--- src/shared/sync_edge_pkg.sv ---
package sync_edge_pkg;

   // ------------------------------------------------------------
   // register map
   // ------------------------------------------------------------
   localparam int ADDR_W = 8;
   localparam int DATA_W = 8;
   localparam logic [7:0] OFS_SYNC_EDGE_SENSE = 8'h00;
   localparam logic [7:0] OFS_INT_STATUS = 8'h01;
   localparam logic [7:0] OFS_INT_MASK = 8'h02;

   // ------------------------------------------------------------
   // field positions
   // ------------------------------------------------------------
   localparam int BIT_VERT_SYNC_EDGE = 7;
   localparam int BIT_HORIZ_SYNC_EDGE = 6;
   localparam int BIT_COMPOSITE_SYNC_EDGE = 5;
   localparam int BIT_HORIZ_FLYBACK_EDGE = 4;
   localparam int BIT_VERT_FLYBACK_EDGE = 3;
   localparam int BIT_PRE_EQUALIZATION = 2;
   localparam int BIT_HORIZ_LEVEL = 1;
   localparam int BIT_VERT_LEVEL = 0;
   localparam int FLAG_LSB = 2;
   localparam int NUM_FLAGS = 6;
   localparam int NUM_PINS = 5;

   // ------------------------------------------------------------
   // reset values
   // ------------------------------------------------------------
   localparam logic [5:0] FLAGS_RESET = 6'h00;
   localparam logic [5:0] INT_STATUS_RESET = 6'h00;
   localparam logic [5:0] INT_MASK_RESET = 6'h00;
   localparam logic [7:0] RDATA_RESET = 8'h00;
   localparam int SYNC_STAGES_DEFAULT = 2;

   // ------------------------------------------------------------
   // carriers
   // ------------------------------------------------------------
   // field order follows flag bits 7 down to 3
   typedef struct packed {
      logic vert_sync_in_pin;
      logic horiz_sync_in_pin;
      logic composite_sync_in_pin;
      logic horiz_flyback_in_pin;
      logic vert_flyback_in_pin;
   } sync_pins_t;

   typedef struct packed {
      logic internal_horiz_sync;
      logic internal_vert_sync;
      logic mask_interval;
   } internal_sync_t;

   typedef struct packed {
      logic [ADDR_W-1:0] addr;
      logic [DATA_W-1:0] wdata;
      logic wr;
      logic rd;
   } reg_req_t;

endpackage : sync_edge_pkg

--- src/pin_sync.sv ---
`timescale 1ns/100ps

module pin_sync #(
   parameter int WIDTH = 5,
   parameter int STAGES = 2
) (
   // clock and reset
   input wire logic sys_clk,
   input wire logic reset,
   // levels
   input wire logic [WIDTH-1:0] async_in,
   output logic [WIDTH-1:0] sync_out
);

   if (STAGES < 2) begin : g_bad_stages
      $error("pin_sync needs at least two stages");
   end

   logic [WIDTH-1:0] stage_reg [STAGES];

   // first stage feeds only the second
   always_ff @(posedge sys_clk or posedge reset) begin
      if (reset) begin
         for (int i = 0; i < STAGES; i++) begin
            stage_reg[i] <= '0;
         end
      end else begin
         stage_reg[0] <= async_in;
         for (int i = 1; i < STAGES; i++) begin
            stage_reg[i] <= stage_reg[i-1];
         end
      end
   end

   assign sync_out = stage_reg[STAGES-1];

endmodule : pin_sync

--- src/edge_flag_cell.sv ---
`timescale 1ns/100ps

module edge_flag_cell (
   // clock and reset
   input wire logic sys_clk,
   input wire logic reset,
   // events
   input wire logic set_event,
   input wire logic read_one,
   input wire logic write_zero,
   input wire logic write_any,
   // state
   output logic flag
);

   logic armed_reg;

   // a read that saw 1 arms the clear; any write uses it up
   always_ff @(posedge sys_clk or posedge reset) begin
      if (reset) begin
         armed_reg <= 1'b0;
      end else if (write_any) begin
         armed_reg <= 1'b0;
      end else if (read_one) begin
         armed_reg <= 1'b1;
      end
   end

   // set wins over a clearing write in the same cycle
   always_ff @(posedge sys_clk or posedge reset) begin
      if (reset) begin
         flag <= 1'b0;
      end else if (set_event) begin
         flag <= 1'b1;
      end else if (write_zero && armed_reg) begin
         flag <= 1'b0;
      end
   end

endmodule : edge_flag_cell

--- src/sync_edge_sense_flags.sv ---
`timescale 1ns/100ps

//
// Function
// - a rising edge on the vertical sync input pin sets flag bit 7, cleared by writing 0 after reading 1.
// - a rising edge on the horizontal sync input pin sets flag bit 6, cleared the same way.
// - a rising edge on the composite sync input pin sets flag bit 5, cleared the same way.
// - a rising edge on the horizontal flyback input pin sets flag bit 4, cleared the same way.
// - a rising edge on the vertical flyback input pin sets flag bit 3, cleared the same way.
// - any edge of the internal horizontal sync inside the mask interval sets the pre-equalization flag, bit 2.
// - the pre-equalization flag clears only on a write of 0 following a read that returned it as 1.
// - software may only clear flag bits with 0; writing 1 never sets them.
// - bit 1 reads the live internal horizontal sync level and ignores writes.
// - bit 0 reads the live internal vertical sync level and ignores writes.
// - the two level bits have no reset value and follow the signals from reset on.
// - the level bits show the internal signals after source selection and inversion.
//

module sync_edge_sense_flags #(
   parameter int NUM_SYNC_STAGES = sync_edge_pkg::SYNC_STAGES_DEFAULT
) (
   // clock and reset
   input wire logic sys_clk,
   input wire logic reset,
   // register port
   input wire sync_edge_pkg::reg_req_t bus_req,
   output logic [sync_edge_pkg::DATA_W-1:0] rdata,
   // sync and flyback pins
   input wire sync_edge_pkg::sync_pins_t pins,
   // internal sync after selection and inversion
   input wire sync_edge_pkg::internal_sync_t internal,
   // interrupt
   output logic irq
);

   if (NUM_SYNC_STAGES < 2 || NUM_SYNC_STAGES > 15) begin : g_bad_stages
      $error("NUM_SYNC_STAGES must lie in 2..15");
   end

   // ------------------------------------------------------------
   // decode
   // ------------------------------------------------------------
   function automatic logic hit(
      input logic [sync_edge_pkg::ADDR_W-1:0] addr,
      input logic [sync_edge_pkg::ADDR_W-1:0] ofs
   );
      hit = (addr == ofs);
   endfunction : hit

   logic rd_sense;
   logic wr_sense;
   logic wr_status;
   logic wr_mask;

   assign rd_sense = bus_req.rd && hit(bus_req.addr, sync_edge_pkg::OFS_SYNC_EDGE_SENSE);
   assign wr_sense = bus_req.wr && hit(bus_req.addr, sync_edge_pkg::OFS_SYNC_EDGE_SENSE);
   assign wr_status = bus_req.wr && hit(bus_req.addr, sync_edge_pkg::OFS_INT_STATUS);
   assign wr_mask = bus_req.wr && hit(bus_req.addr, sync_edge_pkg::OFS_INT_MASK);

   // ------------------------------------------------------------
   // pin synchronisers and edge detection
   // ------------------------------------------------------------
   logic [sync_edge_pkg::NUM_PINS-1:0] pins_sync;
   logic [sync_edge_pkg::NUM_PINS-1:0] pins_prev_reg;
   logic [sync_edge_pkg::NUM_PINS-1:0] pin_rise;
   logic [3:0] settle_reg;
   logic settled;

   pin_sync #(
      .WIDTH(sync_edge_pkg::NUM_PINS),
      .STAGES(NUM_SYNC_STAGES)
   ) u_pin_sync (
      .sys_clk(sys_clk),
      .reset(reset),
      .async_in(pins),
      .sync_out(pins_sync)
   );

   // synchroniser comes out of reset low; the count opens edge detection as the first real sample reaches pins_sync,
   // with pins_prev_reg still low, so a pin held high still looks like a rising edge when the count completes
   always_ff @(posedge sys_clk or posedge reset) begin
      if (reset) begin
         settle_reg <= 4'h0;
      end else if (!settled) begin
         settle_reg <= settle_reg + 4'h1;
      end
   end

   assign settled = (settle_reg == 4'(NUM_SYNC_STAGES));

   always_ff @(posedge sys_clk or posedge reset) begin
      if (reset) begin
         pins_prev_reg <= '0;
      end else begin
         pins_prev_reg <= pins_sync;
      end
   end

   assign pin_rise = settled ? (pins_sync & ~pins_prev_reg) : '0;

   // ------------------------------------------------------------
   // double-rate line modification detection
   // ------------------------------------------------------------
   logic ihs_prev_reg;
   logic pre_eq_event;

   always_ff @(posedge sys_clk or posedge reset) begin
      if (reset) begin
         ihs_prev_reg <= 1'b0;
      end else begin
         ihs_prev_reg <= internal.internal_horiz_sync;
      end
   end

   // either edge counts, but only while the mask interval is open
   assign pre_eq_event = settled && internal.mask_interval &&
                         (internal.internal_horiz_sync != ihs_prev_reg);

   // ------------------------------------------------------------
   // sticky flags, bits 7 down to 2
   // ------------------------------------------------------------
   logic [sync_edge_pkg::NUM_FLAGS-1:0] set_events;
   logic [sync_edge_pkg::NUM_FLAGS-1:0] flags;
   logic [sync_edge_pkg::DATA_W-1:0] sense_value;

   // pin bits land on 7..3 in struct order, pre-equalization on 2
   assign set_events = {pin_rise, pre_eq_event};

   for (genvar i = 0; i < sync_edge_pkg::NUM_FLAGS; i++) begin : g_flag
      edge_flag_cell u_cell (
         .sys_clk(sys_clk),
         .reset(reset),
         .set_event(set_events[i]),
         .read_one(rd_sense && flags[i]),
         .write_zero(wr_sense && !bus_req.wdata[sync_edge_pkg::FLAG_LSB+i]),
         .write_any(wr_sense),
         .flag(flags[i])
      );
   end

   // level bits are never stored, so writes cannot reach them
   assign sense_value = {flags, internal.internal_horiz_sync, internal.internal_vert_sync};

   // ------------------------------------------------------------
   // interrupt status and mask
   // ------------------------------------------------------------
   logic [5:0] int_status_reg;
   logic [5:0] int_status_next;
   logic [5:0] int_mask_reg;
   logic [5:0] int_mask_next;

   always_comb begin
      int_status_next = int_status_reg;
      if (wr_status) begin
         int_status_next = int_status_next & ~bus_req.wdata[7:2];
      end
      int_status_next = int_status_next | set_events;
   end

   always_comb begin
      int_mask_next = int_mask_reg;
      if (wr_mask) begin
         int_mask_next = bus_req.wdata[7:2];
      end
   end

   always_ff @(posedge sys_clk or posedge reset) begin
      if (reset) begin
         int_status_reg <= sync_edge_pkg::INT_STATUS_RESET;
      end else begin
         int_status_reg <= int_status_next;
      end
   end

   always_ff @(posedge sys_clk or posedge reset) begin
      if (reset) begin
         int_mask_reg <= sync_edge_pkg::INT_MASK_RESET;
      end else begin
         int_mask_reg <= int_mask_next;
      end
   end

   // built from next values so the pin tracks the registers with no lag
   always_ff @(posedge sys_clk or posedge reset) begin
      if (reset) begin
         irq <= 1'b0;
      end else begin
         irq <= |(int_status_next & int_mask_next);
      end
   end

   // ------------------------------------------------------------
   // read data
   // ------------------------------------------------------------
   always_ff @(posedge sys_clk or posedge reset) begin
      if (reset) begin
         rdata <= sync_edge_pkg::RDATA_RESET;
      end else if (bus_req.rd) begin
         case (bus_req.addr)
            sync_edge_pkg::OFS_SYNC_EDGE_SENSE: begin
               rdata <= sense_value;
            end
            sync_edge_pkg::OFS_INT_STATUS: begin
               rdata <= {int_status_reg, 2'h0};
            end
            sync_edge_pkg::OFS_INT_MASK: begin
               rdata <= {int_mask_reg, 2'h0};
            end
            default: begin
               rdata <= 8'h00;
            end
         endcase
      end else begin
         rdata <= 8'h00;
      end
   end

   // ------------------------------------------------------------
   // assertions
   // ------------------------------------------------------------
   // set by a read of the sense register, dropped by any write to it
   logic sense_read_seen_reg;

   always_ff @(posedge sys_clk or posedge reset) begin
      if (reset) begin
         sense_read_seen_reg <= 1'b0;
      end else if (wr_sense) begin
         sense_read_seen_reg <= 1'b0;
      end else if (rd_sense) begin
         sense_read_seen_reg <= 1'b1;
      end
   end
endmodule : sync_edge_sense_flags

--- config.mk ---
export PLATFORM = sky130hd
export DESIGN_NAME = sync_edge_sense_flags
export DESIGN_NICKNAME = d
export VERILOG_FILES = /design/src/shared/sync_edge_pkg.sv /design/src/pin_sync.sv /design/src/edge_flag_cell.sv /design/src/sync_edge_sense_flags.sv
export SDC_FILE = /design/constraint.sdc
export NUM_CORES = 1
export LEC_CHECK = 0
export BUFFER_PORTS_ARGS = -buffer_cell sky130_fd_sc_hd__buf_2
export CORE_MARGIN = 3
export CORE_UTILIZATION = 50
export DETAILED_ROUTE_END_ITERATION = 7
export GPL_TIMING_DRIVEN = 0
export PLACE_DENSITY_LB_ADDON = 0.2
export SETUP_SLACK_MARGIN = 0.1
export SYNTH_ARGS = -nofsm -noshare
export SYNTH_HDL_FRONTEND = slang
export SYNTH_HIERARCHICAL = 1
export SYNTH_SLANG_ARGS = --single-unit
--- constraint.sdc ---
create_clock -name sys_clk -period 1.9 [get_ports sys_clk]
set_input_delay 0.57 -clock sys_clk [delete_from_list [all_inputs] [get_ports sys_clk]]
set_output_delay 0.57 -clock sys_clk [all_outputs]
set_load 0.05 [all_outputs]
---- Yosys cells after proc, flatten, opt, wreduce, memory -nomap -nowiden ----
Index checks and enable logic that the tools add are counted.
operators by class
  equality and inequality tests ........... 4
  $lt $le $gt $ge ......................... 0
  shift operators ......................... 0
  div/mod/pow operators ................... 0
  reductions and logical operators ........ 44
  mux-type cells .......................... 29
  multipliers ............................. 0
  add/sub/neg operators ................... 1
  bitwise gates (word level) .............. 6
operators by type and width
  kind                 count
  $logic_and 1x1->1    24
  $mux 1               24
  $pmux 8 s3           1
  $reduce_bool 2->1    12
  $and 6x6->6          2
  $mux 6               2
  $eq 8x1->1 const B   1
  $eq 8x2->1 const B   1
  $logic_not 8->1      1
  $mux 8               1
  $logic_not 1->1      6
  $not 6->6            1
  $or 6x6->6           1
  $reduce_or 6->1      1
  $and 5x5->5          1
  $mux 5               1
  $not 5->5            1
  $add 4x1->4 const B  1
  $eq 4x2->1 const B   1
  $ne 1x1->1           1
word-level totals
  memories ................................ 0
  ROM bits ................................ 0
  bits in latches ......................... 0
  logic and storage cells ................. 105
  register bits after elaboration ......... 53
  input bits .............................. 28
  bits in writable memories ............... 0

---- Depth between registers and ports, before layout ----
  depth after elaboration ................. 6
  depth in mapped cells ................... 8
  mapped depth without buffers ............ 7

---- Cells and area by module ----
Netlist, hierarchy kept.
by module, submodules not included
  module                 area an instance (um^2)  times used  cells each  sequential area each (um^2)
  sync_edge_sense_flags  1,437.6                  1           127         775.7
  edge_flag_cell         72.6                     6           7           50.0
  pin_sync               291.5                    1           16          250.2

---- Worst setup path after synthesis ----
Ideal clock, no wire load.
  path type ............................... input-to-reg
  from .................................... input bus_req[13] (netlist bit)
  to ...................................... register irq
  setup slack ............................. -0.012 ns
  path buffers ............................ 0
  data arrival time ....................... 1.778 ns
  cell stages on the path ................. 5
  required time ........................... 1.765 ns
  cells stage by stage .................... nor4_4 -> nand4_4 -> mux2_2 -> a22oi_2 -> nand4_1
on the way
  elaborated cells on any way between the ends .. 9
RTL lines
  what                  RTL line                      source
  start, declared       sync_edge_sense_flags.sv:26   input wire sync_edge_pkg::reg_req_t bus_req,
  $eq 8x2->1            sync_edge_sense_flags.sv:47   hit = (addr == ofs);
  $logic_and 1x1->1     sync_edge_sense_flags.sv:58   assign wr_mask = bus_req.wr && hit(bus_req.addr, sync_edge_pkg::OFS_INT_MASK);
  $mux 6                sync_edge_sense_flags.sv:162  if (wr_mask) begin
  via int_mask_next[1]  sync_edge_sense_flags.sv:150  logic [5:0] int_mask_next;
  $and 6x6->6           sync_edge_sense_flags.sv:188  irq <= |(int_status_next & int_mask_next);
  $reduce_or 6->1       sync_edge_sense_flags.sv:188
  end signal, assigned  sync_edge_sense_flags.sv:188
  end, declared         sync_edge_sense_flags.sv:33   output logic irq
The timed path passes the listed nets, and every way through them passes these cells.
A chain may end at the register's enable or synchronous reset.

---- Worst setup path in the final report ----
  from .................................... input bus_req[13] (netlist bit)
  to ...................................... register g_flag[1].u_cell.armed_reg
on the way
  longest elaborated chain between the ends .. 4
  elaborated cells on any way between the ends .. 6
RTL lines
  what                                RTL line                      source
  $logic_not 8->1 (*)                 sync_edge_sense_flags.sv:47
  $logic_and 1x1->1                   sync_edge_sense_flags.sv:55   assign rd_sense = bus_req.rd && hit(bus_req.addr, sync_edge_pkg::OFS_SYNC_EDGE_SENSE);
  $logic_and 1x1->1                   sync_edge_sense_flags.sv:134  .read_one(rd_sense && flags[i]),
  $reduce_bool 2->1 (no source line)  -
  end signal, assigned                edge_flag_cell.sv:21          armed_reg <= 1'b0;
  end signal, assigned                edge_flag_cell.sv:23          armed_reg <= 1'b0;
  end signal, assigned                edge_flag_cell.sv:25          armed_reg <= 1'b1;
  end, declared                       edge_flag_cell.sv:16          logic armed_reg;
Every way passes the cells marked *; elsewhere a longest branch is shown, timed or not.

==> run_results.csv <==
group,metric,value,unit
status,status,"complete, no violations",
clock_network,cts-root-buf,"clkbuf_8",
finish,area_growth,19.7,%
logic_synthesis,ys_warn_count,6,
floorplanning,io_pins,37,
logic_synthesis,synth_async_sr_flop_share,100,%
clock_network,cts_inserted_buffers,5,
timing,tightest_slew,670,ps
routing,num_vias,1396,
timing,slew-limit-headroom,55.3,%
finish,regMostFlops,"rdata",
routing,wl,3.88,mm
routing,wl_per_cell,13.9,µm
grt,grt_pass1_vias,1354,
floorplanning,core-area,4090,µm²
grt,grt_max_degree,32,
grt,grt_pass1_wl,6.37,mm
place,dpl_worst_slack,-431,ps
routing,vias_per_cell,5.02,
timing,setup_violations,0,
timing,hold_viol_final,0,
clock_network,cts_tree,"built",
timing,slew_violations,0,
routing,drtPass1Iterations,4,
floorplanning,die_w,71.8,µm
logic_synthesis,synth_ff_type,"dfrtp_1",
place,post_dp_cell_area,2400,µm²
critical_path,crit_required,2130,ps
timing,layout_setup_ws,108,ps
floorplanning,die_height,71.8,µm
logic_synthesis,synth_area,2160,µm²
logic_synthesis,synthMuxAreaShare,5.90,%
logic_synthesis,synthSimpleGateAreaFrac,18.5,%
logic_synthesis,yosys.area_share.xor_xnor,1.62,%
finish,drive_above_1_share,32.5,%
timing,fmax,558,MHz
floorplanning,die_area,5150,µm²
finish,final_cell_mix,"dfrtp_1, buf_2, nor2_1, a21o_1, inv_1",
clock_network,clock-sinks,53,
timing,rsz0062_at_grt,"yes",
power,ir_drop,0.678,mV
logic_synthesis,ys_seq_area_share,61.3,%
logic_synthesis,syn_inst,185,
place,dp_hpwl,2.78,mm
logic_synthesis,synth_fa_ha_area_share,1.16,%
critical_path,setup.worst_path.start_class,"input port",
clock_network,clk_pin_slew,100,ps
grt,grt_overflow_total,0,
logic_synthesis,ys_types,30,
finish,layout_commonest_cell,"dfrtp_1",
finish,finalNetCount,257,
clock_network,cts.path.max_buffers,2,
power,power_density,777,nW/µm²
logic_synthesis,syn_nets,215,
logic_synthesis,yosysTopAreaCell,"dfrtp_1",
routing,drc,0,
critical_path,path_class,"input port to register",
logic_synthesis,yosys_register_bits,53,
critical_path,arrival,2030,ps
power,power.leakage,1.24,nW
finish,largest_reg_flops,8,
finish,stdcell_area,2590,µm²
routing,postRouteAntennaNets,0,
timing,setup-tns-final,0,ps
logic_synthesis,synth_area_per_cell,11.7,µm²
place,gp_congestion,0.734,
grt,grt_use_total,16.1,%
timing,fin_skew,6.96,ps
grt,antenna_found_initial,0,
logic_synthesis,synth_top_family_by_area,"simple AND/OR/NAND/NOR gates",
floorplanning,row_count,23,
power,total_power,2.01,mW
timing,min_period,1790,ps
logic_synthesis,synth_compound_area_share,7.51,%
finish,antenna_cells,0,
hold_path,hp-class,"input port to async pin",
timing,period_share,94.3,%
critical_path,crit_fanout,8,
logic_synthesis,ys_top_cells_by_area,"dfrtp_1, nor2_1, a21o_1, mux2_2, mux2i_1",
clock_network,worstSkewPairLatency,310,ps
clock_network,htree_levels,2,
finish,nFillCells,305,
logic_synthesis,synth_edf_count,0,
critical_path,cp-end-kind,"register",
routing,drtIter0Drc,104,
timing,hold_ws,177,ps
floorplanning,initial_core_util,53.0,%
job,drv_cap,0,
logic_synthesis,netlist.area_leader.share,61.3,%
place,io_buffers,34,
cell type report:
| cell class | instances | area, µm² | share of cell area [%] |
|---|---|---|---|
| clock buffer | 5 | 68.8 | 2.66 |
| buffer | 7 | 46.3 | 1.79 |
| clock inverter | 3 | 26.3 | 1.01 |
| tap | 50 | 62.6 | 2.41 |
| inverter | 10 | 37.5 | 1.45 |
| timing repair buffer | 36 | 205 | 7.92 |
| multi-input combinational | 114 | 818 | 31.6 |
| sequential | 53 | 1330 | 51.2 |
synth_stat cells, drive strengths merged, types with 6 or more instances:
library cell	instances
nand2	6
dfrtp	53
a21o	11
mux2	6
nand4	6
inv	10
nor2	33
and2	9
mux2i	6
a21oi	7
nor3b	7
buf	6
cells by family (layout without fill, tap and decap cells):
family          Yosys count  in the layout
compound gates           24             24
xor+xnor                  4              4
fa+ha+maj                 2              2
buf+inv                  18             61
flops                    53             53
mux                      12             12
simple gates             72             72
where the power goes:
group          switching [mW]  internal (mW)
combinational           0.107         0.0741
clock                   0.383          0.268
sequential             0.0152           1.17
total                   0.505           1.51
metrics by stage:
step                std cells  utilization, %
CTS                       277            62.2
floorplan                 185               -
global placement          269            58.8
global route              278            63.4
finish                    278            63.4
detailed placement        269            58.8
critical path: stages:
cell and delay [ps]:
buf_2 110, nor4_4 380, nand3_1 170, nor3_2 440, and2_1 200, nor2_1 40
nor2_1 100
path summary, 6_finish.rpt:
kind	from	end	slack (ps)	cells after the start
max	bus_req[13]	g_flag[1].u_cell/armed_reg$_DFFE_PP0P_	110	7
min	reset	g_flag[1].u_cell/flag$_DFFE_PP0P_	180	2
max reg2reg	settle_reg[0]$_DFFE_PP0P_	irq$_DFF_PP0_	160	7
min reg2reg	u_pin_sync/stage_reg[6]$_DFF_PP0_	u_pin_sync/sync_out[1]$_DFF_PP0_	360	0
max in group asynchronous	reset	pins_prev_reg[4]$_DFF_PP0_	960	3
min in group sys_clk	u_pin_sync/stage_reg[6]$_DFF_PP0_	u_pin_sync/sync_out[1]$_DFF_PP0_	360	0
metal layers:
metal	track usage, %	share of wire (%)	routed length (µm)
met3	4.21	6.1	237
met2	25.3	47	1810
met4	5.85	1.9	74
met5	0	0	0
met1	21.7	45	1750
repair_timing:
action,CTS,global route
gates resized for setup,9,4
setup buffers,1,0
hold buffers,0,0
setup endpoints to repair,18,9
pin swaps,1,0
Power figures use the tool's default switching activity.
